**config.mk**
```make
export PLATFORM = sky130hd
export DESIGN_NAME = perr_port_events
export DESIGN_NICKNAME = d
export VERILOG_FILES = /design/src/pkg/perr_pkg.sv /design/src/hdl/perr_port_events.sv /design/src/hdl/perr_retry_tracker.sv /design/src/hdl/perr_sticky.sv
export VERILOG_INCLUDE_DIRS = /design/src /design/src/pkg
export SDC_FILE = /design/constraint.sdc
export NUM_CORES = 1
export LEC_CHECK = 0
export ABC_AREA = 1
export BUFFER_PORTS_ARGS = -buffer_cell sky130_fd_sc_hd__buf_2
export CAP_MARGIN = 5
export CORE_MARGIN = 10
export CORE_UTILIZATION = 44
export CTS_CLUSTER_SIZE = 25
export DETAILED_ROUTE_END_ITERATION = 7
export PLACE_DENSITY = 0.76
export SLEW_MARGIN = 25
export SYNTH_ARGS = -nofsm -noshare
export SYNTH_HDL_FRONTEND = slang
export SYNTH_SLANG_ARGS = --single-unit
```
**constraint.sdc**
```tcl
create_clock -name ref_clk -period 1.3 [get_ports ref_clk]
set_input_delay 0.26 -clock ref_clk [delete_from_list [all_inputs] [get_ports ref_clk]]
set_output_delay 0.26 -clock ref_clk [all_outputs]
set_load 0.01 [all_outputs]
```
**src/pkg/perr_defs.svh**
```systemverilog
// register offsets, field positions, reset values and counts for port event reporting
`ifndef PERR_DEFS_SVH
`define PERR_DEFS_SVH
`define PERR_ADDR_W 8
`define PERR_OFF_PORT_INT 8'h00
`define PERR_OFF_PORT_MASK 8'h04
`define PERR_OFF_ERR_DET 8'h08
`define PERR_OFF_ERR_STAT 8'h0c
`define PERR_OFF_FAB_INT 8'h10
`define PERR_OFF_GLB_INT 8'h14
`define PERR_OFF_PW_MASK 8'h18
`define PERR_OFF_CTRL 8'h1c
`define PERR_OFF_RETRY 8'h20
// port interrupt status bits
`define PERR_PI_FABRIC_TO 0
`define PERR_PI_MCAST_TO 1
`define PERR_PI_PEER_READY 2
`define PERR_PI_FATAL 3
`define PERR_PI_ERR_DET 4
`define PERR_PI_W 5
// error detect bits
`define PERR_ED_ACK_TO 0
`define PERR_ED_BAD_RESP 1
`define PERR_ED_SYM_BAD 2
`define PERR_ED_W 3
// error and status bits
`define PERR_ES_OUT_DROP 0
`define PERR_ES_FATAL 1
`define PERR_ES_W 2
// global interrupt bits
`define PERR_GI_FABRIC_TO 0
`define PERR_GI_W 1
`define PERR_MASK_RST 5'h00
`define PERR_CTRL_RST 2'h3
`define PERR_FATAL_TRIES 3'h4
`define PERR_RESP_OKAY 2'b00
`define PERR_RESP_SLVERR 2'b10
`endif

```
**src/pkg/perr_pkg.sv**
```systemverilog
// types shared by port event reporting files
`default_nettype none
package perr_pkg;
  typedef struct packed {
    logic fabricTimeout;
    logic mcastTimeout;
    logic [3:0] fabricDest;
    logic linkReqResp;
    logic responseNoAck;
    logic linkReqTimeout;
    logic linkReqIssued;
    logic linkLossExpired;
    logic [3:0] laneAlignExpired;
    logic peerReady;
    logic symbolBadId;
  } perr_events_t;

  typedef struct packed {
    logic [7:0] awaddr;
    logic awvalid;
    logic [31:0] wdata;
    logic [3:0] wstrb;
    logic wvalid;
    logic bready;
    logic [7:0] araddr;
    logic arvalid;
    logic rready;
  } perr_axi_req_t;

  typedef struct packed {
    logic awready;
    logic wready;
    logic [1:0] bresp;
    logic bvalid;
    logic arready;
    logic [31:0] rdata;
    logic [1:0] rresp;
    logic rvalid;
  } perr_axi_rsp_t;

  typedef enum logic [1:0] {
    PERR_IDLE = 2'b00,
    PERR_TRY = 2'b01,
    PERR_DEAD = 2'b10
  } perr_retry_state_t;
endpackage : perr_pkg
`default_nettype wire

```
**src/hdl/perr_port_events.sv**
```systemverilog
// per-port event detection, status flags, interrupt and port-write request
`default_nettype none
`include "perr_defs.svh"
// Contract
// - a fabric request timeout drops the packet, sets the fabric timeout flag, may interrupt and port-write.
// - a fabric timeout also sets the egress discard, fabric interrupt and global timeout bits.
// - a multicast buffer placement timeout sets the multicast timeout flag, may interrupt and port-write.
// - four successive link-requests answered with no ackID outstanding set the fatal fault flag.
// - four successive link-requests whose response wait times out set the fatal fault flag.
// - link loss timer expiry sets the fatal fault flag, which may interrupt and port-write.
// - lane alignment timer expiry on any lane of the port sets the fatal fault flag.
// - every link-request response timeout also sets the ack timeout flag in error detect.
// - every link-response with no ackID outstanding also sets the bad response id flag.
// - finishing initialization after a peer is found sets the peer ready flag, may interrupt.
// - a bad ackID in an accepted, not-accepted or retry symbol sets the symbol bad id flag.
module perr_port_events #(
  parameter int LANES = 4,
  parameter int FAB_W = 4
) (
  // clock and reset
  input wire logic ref_clk,
  input wire logic resetn,
  // event inputs from the link and the switch fabric
  input wire perr_pkg::perr_events_t events,
  // fabric drop strobe back to the egress path
  output logic dropPacket,
  // register bus
  input wire perr_pkg::perr_axi_req_t axiReq,
  output perr_pkg::perr_axi_rsp_t axiRsp,
  // notifications
  output logic irq,
  output logic portWriteReq,
  input wire logic portWriteAck
);
  typedef struct packed {
    logic [`PERR_PI_W-1:0] intMask;
    logic [`PERR_PI_W-1:0] pwMask;
    logic [1:0] ctrl;
    logic awHeld;
    logic [7:0] awAddr;
    logic wHeld;
    logic [31:0] wData;
    logic [3:0] wStrb;
    logic bValid;
    logic [1:0] bResp;
    logic rValid;
    logic [31:0] rData;
    logic [1:0] rResp;
    logic pwPending;
    logic drop;
  } perr_top_state_t;

  perr_top_state_t st_reg;
  perr_top_state_t st_next;

  logic [`PERR_PI_W-1:0] portInt;
  logic [`PERR_ED_W-1:0] errDet;
  logic [`PERR_ES_W-1:0] errStat;
  logic [FAB_W-1:0] fabInt;
  logic [`PERR_GI_W-1:0] glbInt;
  logic [`PERR_PI_W-1:0] piSet;
  logic [`PERR_PI_W-1:0] piClr;
  logic [`PERR_ED_W-1:0] edSet;
  logic [`PERR_ED_W-1:0] edClr;
  logic [`PERR_ES_W-1:0] esSet;
  logic [`PERR_ES_W-1:0] esClr;
  logic [FAB_W-1:0] fabSet;
  logic [FAB_W-1:0] fabClr;
  logic [`PERR_GI_W-1:0] giSet;
  logic [`PERR_GI_W-1:0] giClr;
  logic respFatal;
  logic toFatal;
  logic [2:0] respCount;
  logic [2:0] toCount;
  logic fatalEvent;
  logic readTake;
  logic writeTake;
  logic [7:0] rdAddr;

  // word-aligned offset compare, used by both read and write decode
  function automatic logic hit(input logic [7:0] addr, input logic [7:0] off);
    hit = (addr[7:2] == off[7:2]);
  endfunction : hit

  function automatic logic known(input logic [7:0] addr);
    known = hit(addr, `PERR_OFF_PORT_INT) || hit(addr, `PERR_OFF_PORT_MASK) ||
            hit(addr, `PERR_OFF_ERR_DET) || hit(addr, `PERR_OFF_ERR_STAT) ||
            hit(addr, `PERR_OFF_FAB_INT) || hit(addr, `PERR_OFF_GLB_INT) ||
            hit(addr, `PERR_OFF_PW_MASK) || hit(addr, `PERR_OFF_CTRL) ||
            hit(addr, `PERR_OFF_RETRY);
  endfunction : known

  // link-request retry outcome counters, one per failure kind
  perr_retry_tracker u_resp_tracker (
    .ref_clk(ref_clk),
    .resetn(resetn),
    .attemptFailed(events.linkReqResp && events.responseNoAck),
    .attemptGood(events.linkReqResp && !events.responseNoAck),
    .clearDead(writeTake && hit(st_reg.awAddr, `PERR_OFF_ERR_STAT)),
    .fatalPulse(respFatal),
    .failCount(respCount)
  );

  perr_retry_tracker u_to_tracker (
    .ref_clk(ref_clk),
    .resetn(resetn),
    .attemptFailed(events.linkReqTimeout),
    .attemptGood(events.linkReqResp),
    .clearDead(writeTake && hit(st_reg.awAddr, `PERR_OFF_ERR_STAT)),
    .fatalPulse(toFatal),
    .failCount(toCount)
  );

  // ctrl[0] enables fabric drop on timeout, ctrl[1] enables port-writes
  assign fatalEvent = respFatal || toFatal || events.linkLossExpired
                      || (|events.laneAlignExpired[LANES-1:0]);

  assign readTake = axiReq.arvalid && !st_reg.rValid;
  assign rdAddr = axiReq.araddr;
  assign writeTake = st_reg.awHeld && st_reg.wHeld && !st_reg.bValid;

  always_comb begin
    piSet = '0;
    piSet[`PERR_PI_FABRIC_TO] = events.fabricTimeout;
    piSet[`PERR_PI_MCAST_TO] = events.mcastTimeout;
    piSet[`PERR_PI_PEER_READY] = events.peerReady;
    piSet[`PERR_PI_FATAL] = fatalEvent;
    edSet = '0;
    edSet[`PERR_ED_ACK_TO] = events.linkReqTimeout;
    edSet[`PERR_ED_BAD_RESP] = events.linkReqResp && events.responseNoAck;
    edSet[`PERR_ED_SYM_BAD] = events.symbolBadId;
    // summary bit must follow the detect bits it is built from
    piSet[`PERR_PI_ERR_DET] = |edSet;
    esSet = '0;
    esSet[`PERR_ES_OUT_DROP] = events.fabricTimeout;
    esSet[`PERR_ES_FATAL] = fatalEvent;
    fabSet = events.fabricTimeout ? events.fabricDest[FAB_W-1:0] : '0;
    giSet = events.fabricTimeout;
  end

  // reads clear status; flags hold until then
  always_comb begin
    piClr = '0;
    edClr = '0;
    esClr = '0;
    fabClr = '0;
    giClr = '0;
    if (readTake) begin
      if (hit(rdAddr, `PERR_OFF_PORT_INT)) piClr = '1;
      if (hit(rdAddr, `PERR_OFF_ERR_DET)) edClr = '1;
      if (hit(rdAddr, `PERR_OFF_ERR_STAT)) esClr = '1;
      if (hit(rdAddr, `PERR_OFF_FAB_INT)) fabClr = '1;
      if (hit(rdAddr, `PERR_OFF_GLB_INT)) giClr = '1;
    end
  end

  perr_sticky #(.W(`PERR_PI_W)) u_port_int (
    .ref_clk(ref_clk), .resetn(resetn), .setBits(piSet), .clrBits(piClr), .flags(portInt)
  );
  perr_sticky #(.W(`PERR_ED_W)) u_err_det (
    .ref_clk(ref_clk), .resetn(resetn), .setBits(edSet), .clrBits(edClr), .flags(errDet)
  );
  perr_sticky #(.W(`PERR_ES_W)) u_err_stat (
    .ref_clk(ref_clk), .resetn(resetn), .setBits(esSet), .clrBits(esClr), .flags(errStat)
  );
  perr_sticky #(.W(FAB_W)) u_fab_int (
    .ref_clk(ref_clk), .resetn(resetn), .setBits(fabSet), .clrBits(fabClr), .flags(fabInt)
  );
  perr_sticky #(.W(`PERR_GI_W)) u_glb_int (
    .ref_clk(ref_clk), .resetn(resetn), .setBits(giSet), .clrBits(giClr), .flags(glbInt)
  );

  always_comb begin
    st_next = st_reg;
    st_next.drop = events.fabricTimeout && st_reg.ctrl[0];
    // write address and data are caught independently
    if (axiReq.awvalid && !st_reg.awHeld) begin
      st_next.awHeld = 1'b1;
      st_next.awAddr = axiReq.awaddr;
    end
    if (axiReq.wvalid && !st_reg.wHeld) begin
      st_next.wHeld = 1'b1;
      st_next.wData = axiReq.wdata;
      st_next.wStrb = axiReq.wstrb;
    end
    if (writeTake) begin
      st_next.awHeld = 1'b0;
      st_next.wHeld = 1'b0;
      st_next.bValid = 1'b1;
      st_next.bResp = known(st_reg.awAddr) ? `PERR_RESP_OKAY : `PERR_RESP_SLVERR;
      if (st_reg.wStrb[0]) begin
        if (hit(st_reg.awAddr, `PERR_OFF_PORT_MASK)) begin
          st_next.intMask = st_reg.wData[`PERR_PI_W-1:0];
        end
        if (hit(st_reg.awAddr, `PERR_OFF_PW_MASK)) begin
          st_next.pwMask = st_reg.wData[`PERR_PI_W-1:0];
        end
        if (hit(st_reg.awAddr, `PERR_OFF_CTRL)) begin
          st_next.ctrl = st_reg.wData[1:0];
        end
      end
    end
    if (st_reg.bValid && axiReq.bready) begin
      st_next.bValid = 1'b0;
    end
    if (st_reg.rValid && axiReq.rready) begin
      st_next.rValid = 1'b0;
    end
    if (readTake) begin
      st_next.rValid = 1'b1;
      st_next.rResp = known(rdAddr) ? `PERR_RESP_OKAY : `PERR_RESP_SLVERR;
      st_next.rData = 32'h0000_0000;
      if (hit(rdAddr, `PERR_OFF_PORT_INT)) st_next.rData[`PERR_PI_W-1:0] = portInt;
      if (hit(rdAddr, `PERR_OFF_PORT_MASK)) st_next.rData[`PERR_PI_W-1:0] = st_reg.intMask;
      if (hit(rdAddr, `PERR_OFF_ERR_DET)) st_next.rData[`PERR_ED_W-1:0] = errDet;
      if (hit(rdAddr, `PERR_OFF_ERR_STAT)) st_next.rData[`PERR_ES_W-1:0] = errStat;
      if (hit(rdAddr, `PERR_OFF_FAB_INT)) st_next.rData[FAB_W-1:0] = fabInt;
      if (hit(rdAddr, `PERR_OFF_GLB_INT)) st_next.rData[`PERR_GI_W-1:0] = glbInt;
      if (hit(rdAddr, `PERR_OFF_PW_MASK)) st_next.rData[`PERR_PI_W-1:0] = st_reg.pwMask;
      if (hit(rdAddr, `PERR_OFF_CTRL)) st_next.rData[1:0] = st_reg.ctrl;
      if (hit(rdAddr, `PERR_OFF_RETRY)) st_next.rData[6:0] = {toCount, 1'b0, respCount};
    end
    // port-write request level until the messaging engine takes it
    if (portWriteAck) begin
      st_next.pwPending = 1'b0;
    end
    if (st_reg.ctrl[1] && |(piSet & st_reg.pwMask)) begin
      st_next.pwPending = 1'b1;
    end
  end

  always_ff @(posedge ref_clk) begin
    if (!resetn) begin
      st_reg <= '0;
      st_reg.intMask <= `PERR_MASK_RST;
      st_reg.pwMask <= `PERR_MASK_RST;
      st_reg.ctrl <= `PERR_CTRL_RST;
    end else begin
      st_reg <= st_next;
    end
  end

  assign irq = |(portInt & st_reg.intMask);
  assign portWriteReq = st_reg.pwPending;
  assign dropPacket = st_reg.drop;

  always_comb begin
    axiRsp = '0;
    axiRsp.awready = !st_reg.awHeld;
    axiRsp.wready = !st_reg.wHeld;
    axiRsp.bvalid = st_reg.bValid;
    axiRsp.bresp = st_reg.bResp;
    axiRsp.arready = !st_reg.rValid;
    axiRsp.rvalid = st_reg.rValid;
    axiRsp.rdata = st_reg.rData;
    axiRsp.rresp = st_reg.rResp;
  end
endmodule : perr_port_events
`default_nettype wire

```
**src/hdl/perr_retry_tracker.sv**
```systemverilog
// counts successive failed link-request attempts toward a fatal fault
`default_nettype none
`include "perr_defs.svh"
module perr_retry_tracker #(
  parameter logic [2:0] TRIES = `PERR_FATAL_TRIES
) (
  // clock and reset
  input wire logic ref_clk,
  input wire logic resetn,
  // link-request outcomes
  input wire logic attemptFailed,
  input wire logic attemptGood,
  input wire logic clearDead,
  // result
  output logic fatalPulse,
  output logic [2:0] failCount
);
  typedef struct packed {
    perr_pkg::perr_retry_state_t state;
    logic [2:0] count;
    logic fatal;
  } perr_retry_reg_t;

  perr_retry_reg_t st_reg;
  perr_retry_reg_t st_next;

  always_comb begin
    st_next = st_reg;
    st_next.fatal = 1'b0;
    unique case (st_reg.state)
      perr_pkg::PERR_IDLE, perr_pkg::PERR_TRY: begin
        if (attemptGood) begin
          st_next.count = 3'h0;
          st_next.state = perr_pkg::PERR_IDLE;
        end else if (attemptFailed) begin
          if (st_reg.count == TRIES - 3'h1) begin
            st_next.fatal = 1'b1;
            st_next.count = TRIES;
            st_next.state = perr_pkg::PERR_DEAD;
          end else begin
            st_next.count = st_reg.count + 3'h1;
            st_next.state = perr_pkg::PERR_TRY;
          end
        end
      end
      perr_pkg::PERR_DEAD: begin
        // stays dead until link recovers or software releases it
        if (attemptGood || clearDead) begin
          st_next.count = 3'h0;
          st_next.state = perr_pkg::PERR_IDLE;
        end
      end
      default: begin
        st_next.state = perr_pkg::PERR_IDLE;
        st_next.count = 3'h0;
      end
    endcase
  end

  always_ff @(posedge ref_clk) begin
    if (!resetn) begin
      st_reg <= '{state: perr_pkg::PERR_IDLE, count: 3'h0, fatal: 1'b0};
    end else begin
      st_reg <= st_next;
    end
  end

  assign fatalPulse = st_reg.fatal;
  assign failCount = st_reg.count;
endmodule : perr_retry_tracker
`default_nettype wire

```
**src/hdl/perr_sticky.sv**
```systemverilog
// bank of sticky flags: set wins over clear
`default_nettype none
module perr_sticky #(
  parameter int W = 5
) (
  // clock and reset
  input wire logic ref_clk,
  input wire logic resetn,
  // set and clear
  input wire logic [W-1:0] setBits,
  input wire logic [W-1:0] clrBits,
  // flags
  output logic [W-1:0] flags
);
  typedef struct packed {
    logic [W-1:0] flags;
  } perr_sticky_state_t;

  perr_sticky_state_t st_reg;
  perr_sticky_state_t st_next;

  always_comb begin
    st_next = st_reg;
    for (int i = 0; i < W; i++) begin
      if (setBits[i]) begin
        st_next.flags[i] = 1'b1;
      end else if (clrBits[i]) begin
        st_next.flags[i] = 1'b0;
      end
    end
  end

  always_ff @(posedge ref_clk) begin
    if (!resetn) begin
      st_reg <= '0;
    end else begin
      st_reg <= st_next;
    end
  end

  assign flags = st_reg.flags;
endmodule : perr_sticky
`default_nettype wire

```
* Word level (Yosys, flattened, before mapping) *
Cells that the tools add are included.

storage, ports and cells
  register bits after elaboration = 70
  bits in latches = 0
  bits in writable memories = 0
  memory bits (read-only) = 0
  input port bits = 77
  memories kept = 0

cells by class
  add/subtract/negate cells = 2
  $mul = 0
  divide/modulo/power cells = 0
  magnitude comparators = 0
  eq/ne operators = 26
  shift operators = 0
  multiplexer cells = 68
  bitwise logic cells = 7
  reductions and logical operators = 74

operator list
  kind                                                              number
  5-bit two-way mux                                                 11
  6-bit by 3-bit == test with 1-bit output (second input constant)  8
  1-bit two-way mux                                                 38
  35-bit two-way mux                                                1
  2-bit nonzero test                                                17
  6-bit by 2-bit == test with 1-bit output (second input constant)  4
  1-bit logical OR                                                  21
  5-bit case mux with 2 select lines                                2
  4-bit two-way mux                                                 4
  6-bit by 1-bit == test with 1-bit output (second input constant)  2
  6-bit by 4-bit == test with 1-bit output (second input constant)  2
  1-bit logical AND                                                 12
  6-bit logical NOT                                                 2
  2-bit two-way mux                                                 6
  6-bit two-way mux                                                 2
  4-bit OR reduction                                                3
  5-bit AND                                                         2
  5-bit OR reduction                                                2
  3-bit two-way mux                                                 3
  3-bit AND reduction                                               3
  2-bit OR reduction                                                4
  7-bit two-way mux                                                 1
  3-bit by 1-bit adder with 3-bit output (second input constant)    2
  3-bit by 2-bit == test with 1-bit output (second input constant)  2
  10 further kinds                                                  23

* Logic depth before layout (Yosys ltp) *
  word-level depth = 11
  gate-level depth with buffers = 10
  depth with buffers taken out = 10

* Modules after synthesis *
From an unflattened synthesis, not the netlist that was laid out.

unflattened totals
  cell total of the unflattened synthesis = 488
  area total of the unflattened synthesis = 3,463.3 um2

modules (own cells, without submodules)
  module                     times used  cells each  area an instance (um2)  sequential area each (um2)
  perr_port_events           1           330         2,285.9                 780.7
  perr_retry_tracker         2           39          305.3                   120.1
  perr_sticky at u_port_int  1           26          185.2                   100.1
  perr_sticky at u_fab_int   1           21          148.9                   80.1
  perr_sticky at u_err_det   1           16          112.6                   60.1
  perr_sticky at u_err_stat  1           11          76.3                    40.0
  perr_sticky at u_glb_int   1           6           43.8                    20.0

* Least setup slack after synthesis *
OpenSTA, ideal clock, no wires.

  path kind = reg-to-reg
  from = register st_reg[76] (netlist name)
  to = register st_reg[95] (netlist name)
  library setup time = 86 ps
  arrival time = 1,247 ps
  path slack = -33 ps
  stages on the path, launching flop included = 7
  clock period less this slack = 1,333 ps
  cells stage by stage = dfxtp_1 -> inv_2 -> nor3_4 -> nand2_4 -> nor3_4 -> nor2_1 -> a211oi_1

on the way
  cells in the longest elaborated chain, start to end = 3

ends and longest elaborated chain
  element                         RTL line                 RTL
  start, declared                 perr_port_events.sv:53   perr_top_state_t st_reg;
  start signal, assigned          perr_port_events.sv:239  st_reg <= st_next;
  1-bit logical AND (2 in a row)  perr_port_events.sv:120  assign writeTake = st_reg.awHeld && st_reg.wHeld && !st_reg.bValid;
  3-bit AND reduction (no line)   n/a

No other way between the ends.
A chain may end at the register's enable or synchronous reset.

* Final worst setup path *
  from = register u_port_int.st_reg (netlist bit u_port_int.flags[4])
  to = output irq

on the way
  cells in the longest elaborated chain, start to end = 2

ends and longest elaborated chain
  element                 RTL line                 RTL
  start, declared         perr_sticky.sv:19        perr_sticky_state_t st_reg;
  start signal, assigned  perr_sticky.sv:37        st_reg <= st_next;
  5-bit AND               perr_port_events.sv:243  assign irq = |(portInt & st_reg.intMask);
  5-bit OR reduction      perr_port_events.sv:243
  end, declared           perr_port_events.sv:31   output logic irq,

No other way between the ends.

==> flow_metrics.env <==
export IMPL_status="finished with violations"
export IMPL_violations="negative setup slack"
export IMPL_period_needed_ns=1.49
export IMPL_drt_pass1_iter_count=4
export IMPL_seqPwrFrac_pct=50.5
export IMPL_gp_congestion=0.927
export IMPL_p_leak_uw=0.00187
export IMPL_dpl_cell_area_sq_um=3670
export IMPL_dpl_hpwl_um=6360
export IMPL_ys_ff_latch=66
export IMPL_clk_pin_slew_ns=0.08
export IMPL_drt_vias_per_instance=4.74
export IMPL_diodes=0
export IMPL_synth_edf_count=0
export IMPL_dp_cells=603
export IMPL_first_global_vias=2968
export IMPL_synth_top_cell_by_area="dfxtp_1"
export IMPL_rsz0062_at_grt="true"
export IMPL_multi_input_area_sq_um=1550
export IMPL_dieWidth_um=105
export IMPL_core_area_sq_um=6910
export IMPL_timing_final_ws_setup_ns=-0.187
export IMPL_switchingPower_uw=1210
export IMPL_drive_above_1_share_pct=30.8
export IMPL_synth_seq_area_share_pct=41.6
export IMPL_total_power_uw=4320
export IMPL_p_per_area_nw_per_um2=1070
export IMPL_wire_per_inst_um=13.2
export IMPL_async_reset_ff_share_pct=0
export IMPL_antenna_found_initial=0
export IMPL_rows=30
export IMPL_syn_area_per_cell_sq_um=7.33
export IMPL_p_int_uw=3110
export IMPL_slew_violations=0
export IMPL_port_buffers=58
export IMPL_vdd_drop_max_mv=0.744
export IMPL_grt_max_degree=32
export IMPL_fin_area_sq_um=4030
export IMPL_hold_viol=0
export IMPL_hold_path_class="primary input to flip-flop"
export IMPL_synth_flop_cell="dfxtp_1"
export IMPL_dieArea_sq_um=11000
export IMPL_yosys_warnings=0
export IMPL_fillers=656
export IMPL_vias=2964
export IMPL_initial_utilization_pct=46.0
export IMPL_drc_errors=0
export IMPL_setup_viol=22
export IMPL_die_height_um=105
export IMPL_drtIter0Drc=149
export IMPL_netlist_top_cells_count="nand2_1, dfxtp_1, nor2_1"
export IMPL_worstSetupStartpointType="flip-flop"
export IMPL_clockRootBuffer="clkbuf_8"
export IMPL_worstSkewPairLatency_ns=0.35
export IMPL_fin_crit_sh_pct=114
export IMPL_netlist_top_cells_area="dfxtp_1, buf_4, nand2_1, nor2_1, inv_1"
export IMPL_cp_max_fo=3
export IMPL_grt_pass1_wl_um=13700
export IMPL_clock_fmax_mhz=672
export IMPL_synth_most_common_cell="nand2_1"
export IMPL_finish_utilization_pct=58.3
export IMPL_overflow=0
export IMPL_final_cells=625
export IMPL_cts_sinks=66
export IMPL_cts_path_max_buffers=2
export IMPL_htreeDepth=3
export IMPL_cp_arrival_ns=1.23
export IMPL_ios=121
export IMPL_cts_tree="yes"
export IMPL_syn_cell_area_sq_um=3180
export IMPL_skew_ns=0.00835
export IMPL_grt_usage_pct=14.7
export IMPL_yosysUniqueCellTypes=35
export IMPL_ant_nets=0
export IMPL_p_clk_share_pct=35.7
export IMPL_fin_nets=605
export IMPL_synth_cells=433
export IMPL_largest_register_ff_count=26
export IMPL_area_delta_synth_final_pct=26.8
export IMPL_critical_path_class="flip-flop to primary output"
export IMPL_cp_end_kind="primary output"
export IMPL_register_area_sq_um=1330
export IMPL_swShare_pct=28.0
export IMPL_drt_wl_total_um=8280
export IMPL_cp_required_ns=1.04
export IMPL_synth_top_area_share_pct=41.6
export IMPL_drv_cap=0
export IMPL_holdWs_ns=0.114
export IMPL_cts_buffers=9
export IMPL_combPwrFrac_pct=13.8
==> power by group through the flow <==
stage,clock network [uW],logic [uW],registers [uW]
after floorplan,0,373,2210
after global placement,0,528,2210
after detailed placement,0,543,2220
after CTS,1580,571,2170
after global routing,1670,673,2190
final,1540,594,2180
==> metrics by stage <==
stage	TNS (ns)	worst slack (ns)
5_1_grt	-4.55	-0.287
3_3_place_gp	-4.16	-0.243
2_1_floorplan	-0.279	-0.0325
4_1_cts	-3.04	-0.195
6_report	-2.43	-0.187
3_5_place_dp	-5.67	-0.334
==> logic make-up (layout without fill, tap and decap cells) <==
| kind of cell | Yosys count | count (layout) | synth area share, % |
|---|---|---|---|
| flops | 66 | 66 | 41.6 |
| compound gates | 89 | 89 | 16.2 |
| simple gates | 172 | 173 | 24.1 |
| fa+ha+maj | 4 | 4 | 1.58 |
| other cells | 1 | 27 | 0.118 |
| buf+inv | 101 | 170 | 16.4 |
==> worst max-delay path, stage by stage (launching register included) <==
cell     delay, ns
dfxtp_2       0.34
nand2_1       0.06
nand3_1       0.08
a221o_1       0.26
buf_2         0.14
==> final timing paths <==
path | slack (ns) | from | to | cells after the start
setup / recovery | -0.19 | u_port_int.flags[4]$_SDFFE_PN0P_ | irq | 4
hold / removal | 0.11 | axiReq[10] | axiRsp[36]$_SDFFE_PP0P_ | 2
setup reg to reg | -0.17 | st_reg[84]$_SDFFE_PN0P_ | st_reg[88]$_SDFFE_PN0P_ | 8
hold reg to reg | 0.47 | u_resp_tracker.st_reg[4]$_SDFFE_PN0P_ | u_resp_tracker.st_reg[4]$_SDFFE_PN0P_ | 2
==> placed cells by master (no fill, tap or decap), drive strengths merged <==
| master | n |
|---|---|
| nand3 | 18 |
| o22ai | 1 |
| ha | 4 |
| a21oi | 35 |
| clkinvlp | 3 |
| nor3 | 7 |
| a2111oi | 1 |
| nand4 | 8 |
| o21bai | 2 |
| inv | 54 |
| a221o | 1 |
| dfxtp | 66 |
| a211oi | 12 |
| clkbuf | 10 |
| clkinv | 2 |
| a22oi | 1 |
| nor4 | 2 |
| nor3b | 1 |
| nand2 | 73 |
| buf | 101 |
| a221oi | 1 |
| o21ai | 28 |
| or2 | 2 |
| o211ai | 4 |
| a31oi | 1 |
| o31ai | 1 |
| conb | 27 |
| o21a | 1 |
| nor2 | 62 |
==> routing by layer <==
| layer | share of wire [%] | track usage (%) | up-vias |
|---|---|---|---|
| met5 | 0 | 0 | - |
| met1 | 42 | 17.2 | 1309 |
| li1 | - | - | 1538 |
| met2 | 46 | 23.3 | 105 |
| met4 | 1.9 | 4.41 | 0 |
| met3 | 10 | 7.31 | 12 |
==> area by class of cell <==
cell class              count  area share [%]
multi-input cells         293            38.5
repair buffers            101            16.0
well taps                  96            2.98
clock buffers              10            3.42
inverters                  53            4.94
clock inverters             6            1.03
flip-flops and latches     66            33.1
==> repair_timing <==
action | in CTS | in global routing
setup endpoints to repair | 21 | 39
pin swaps | 6 | 11
cloned | 1 | 0
resized for setup | 16 | 26
buffers inserted | 5 | 2
hold buffers | 0 | 0
(Power assumes the default switching activity.)
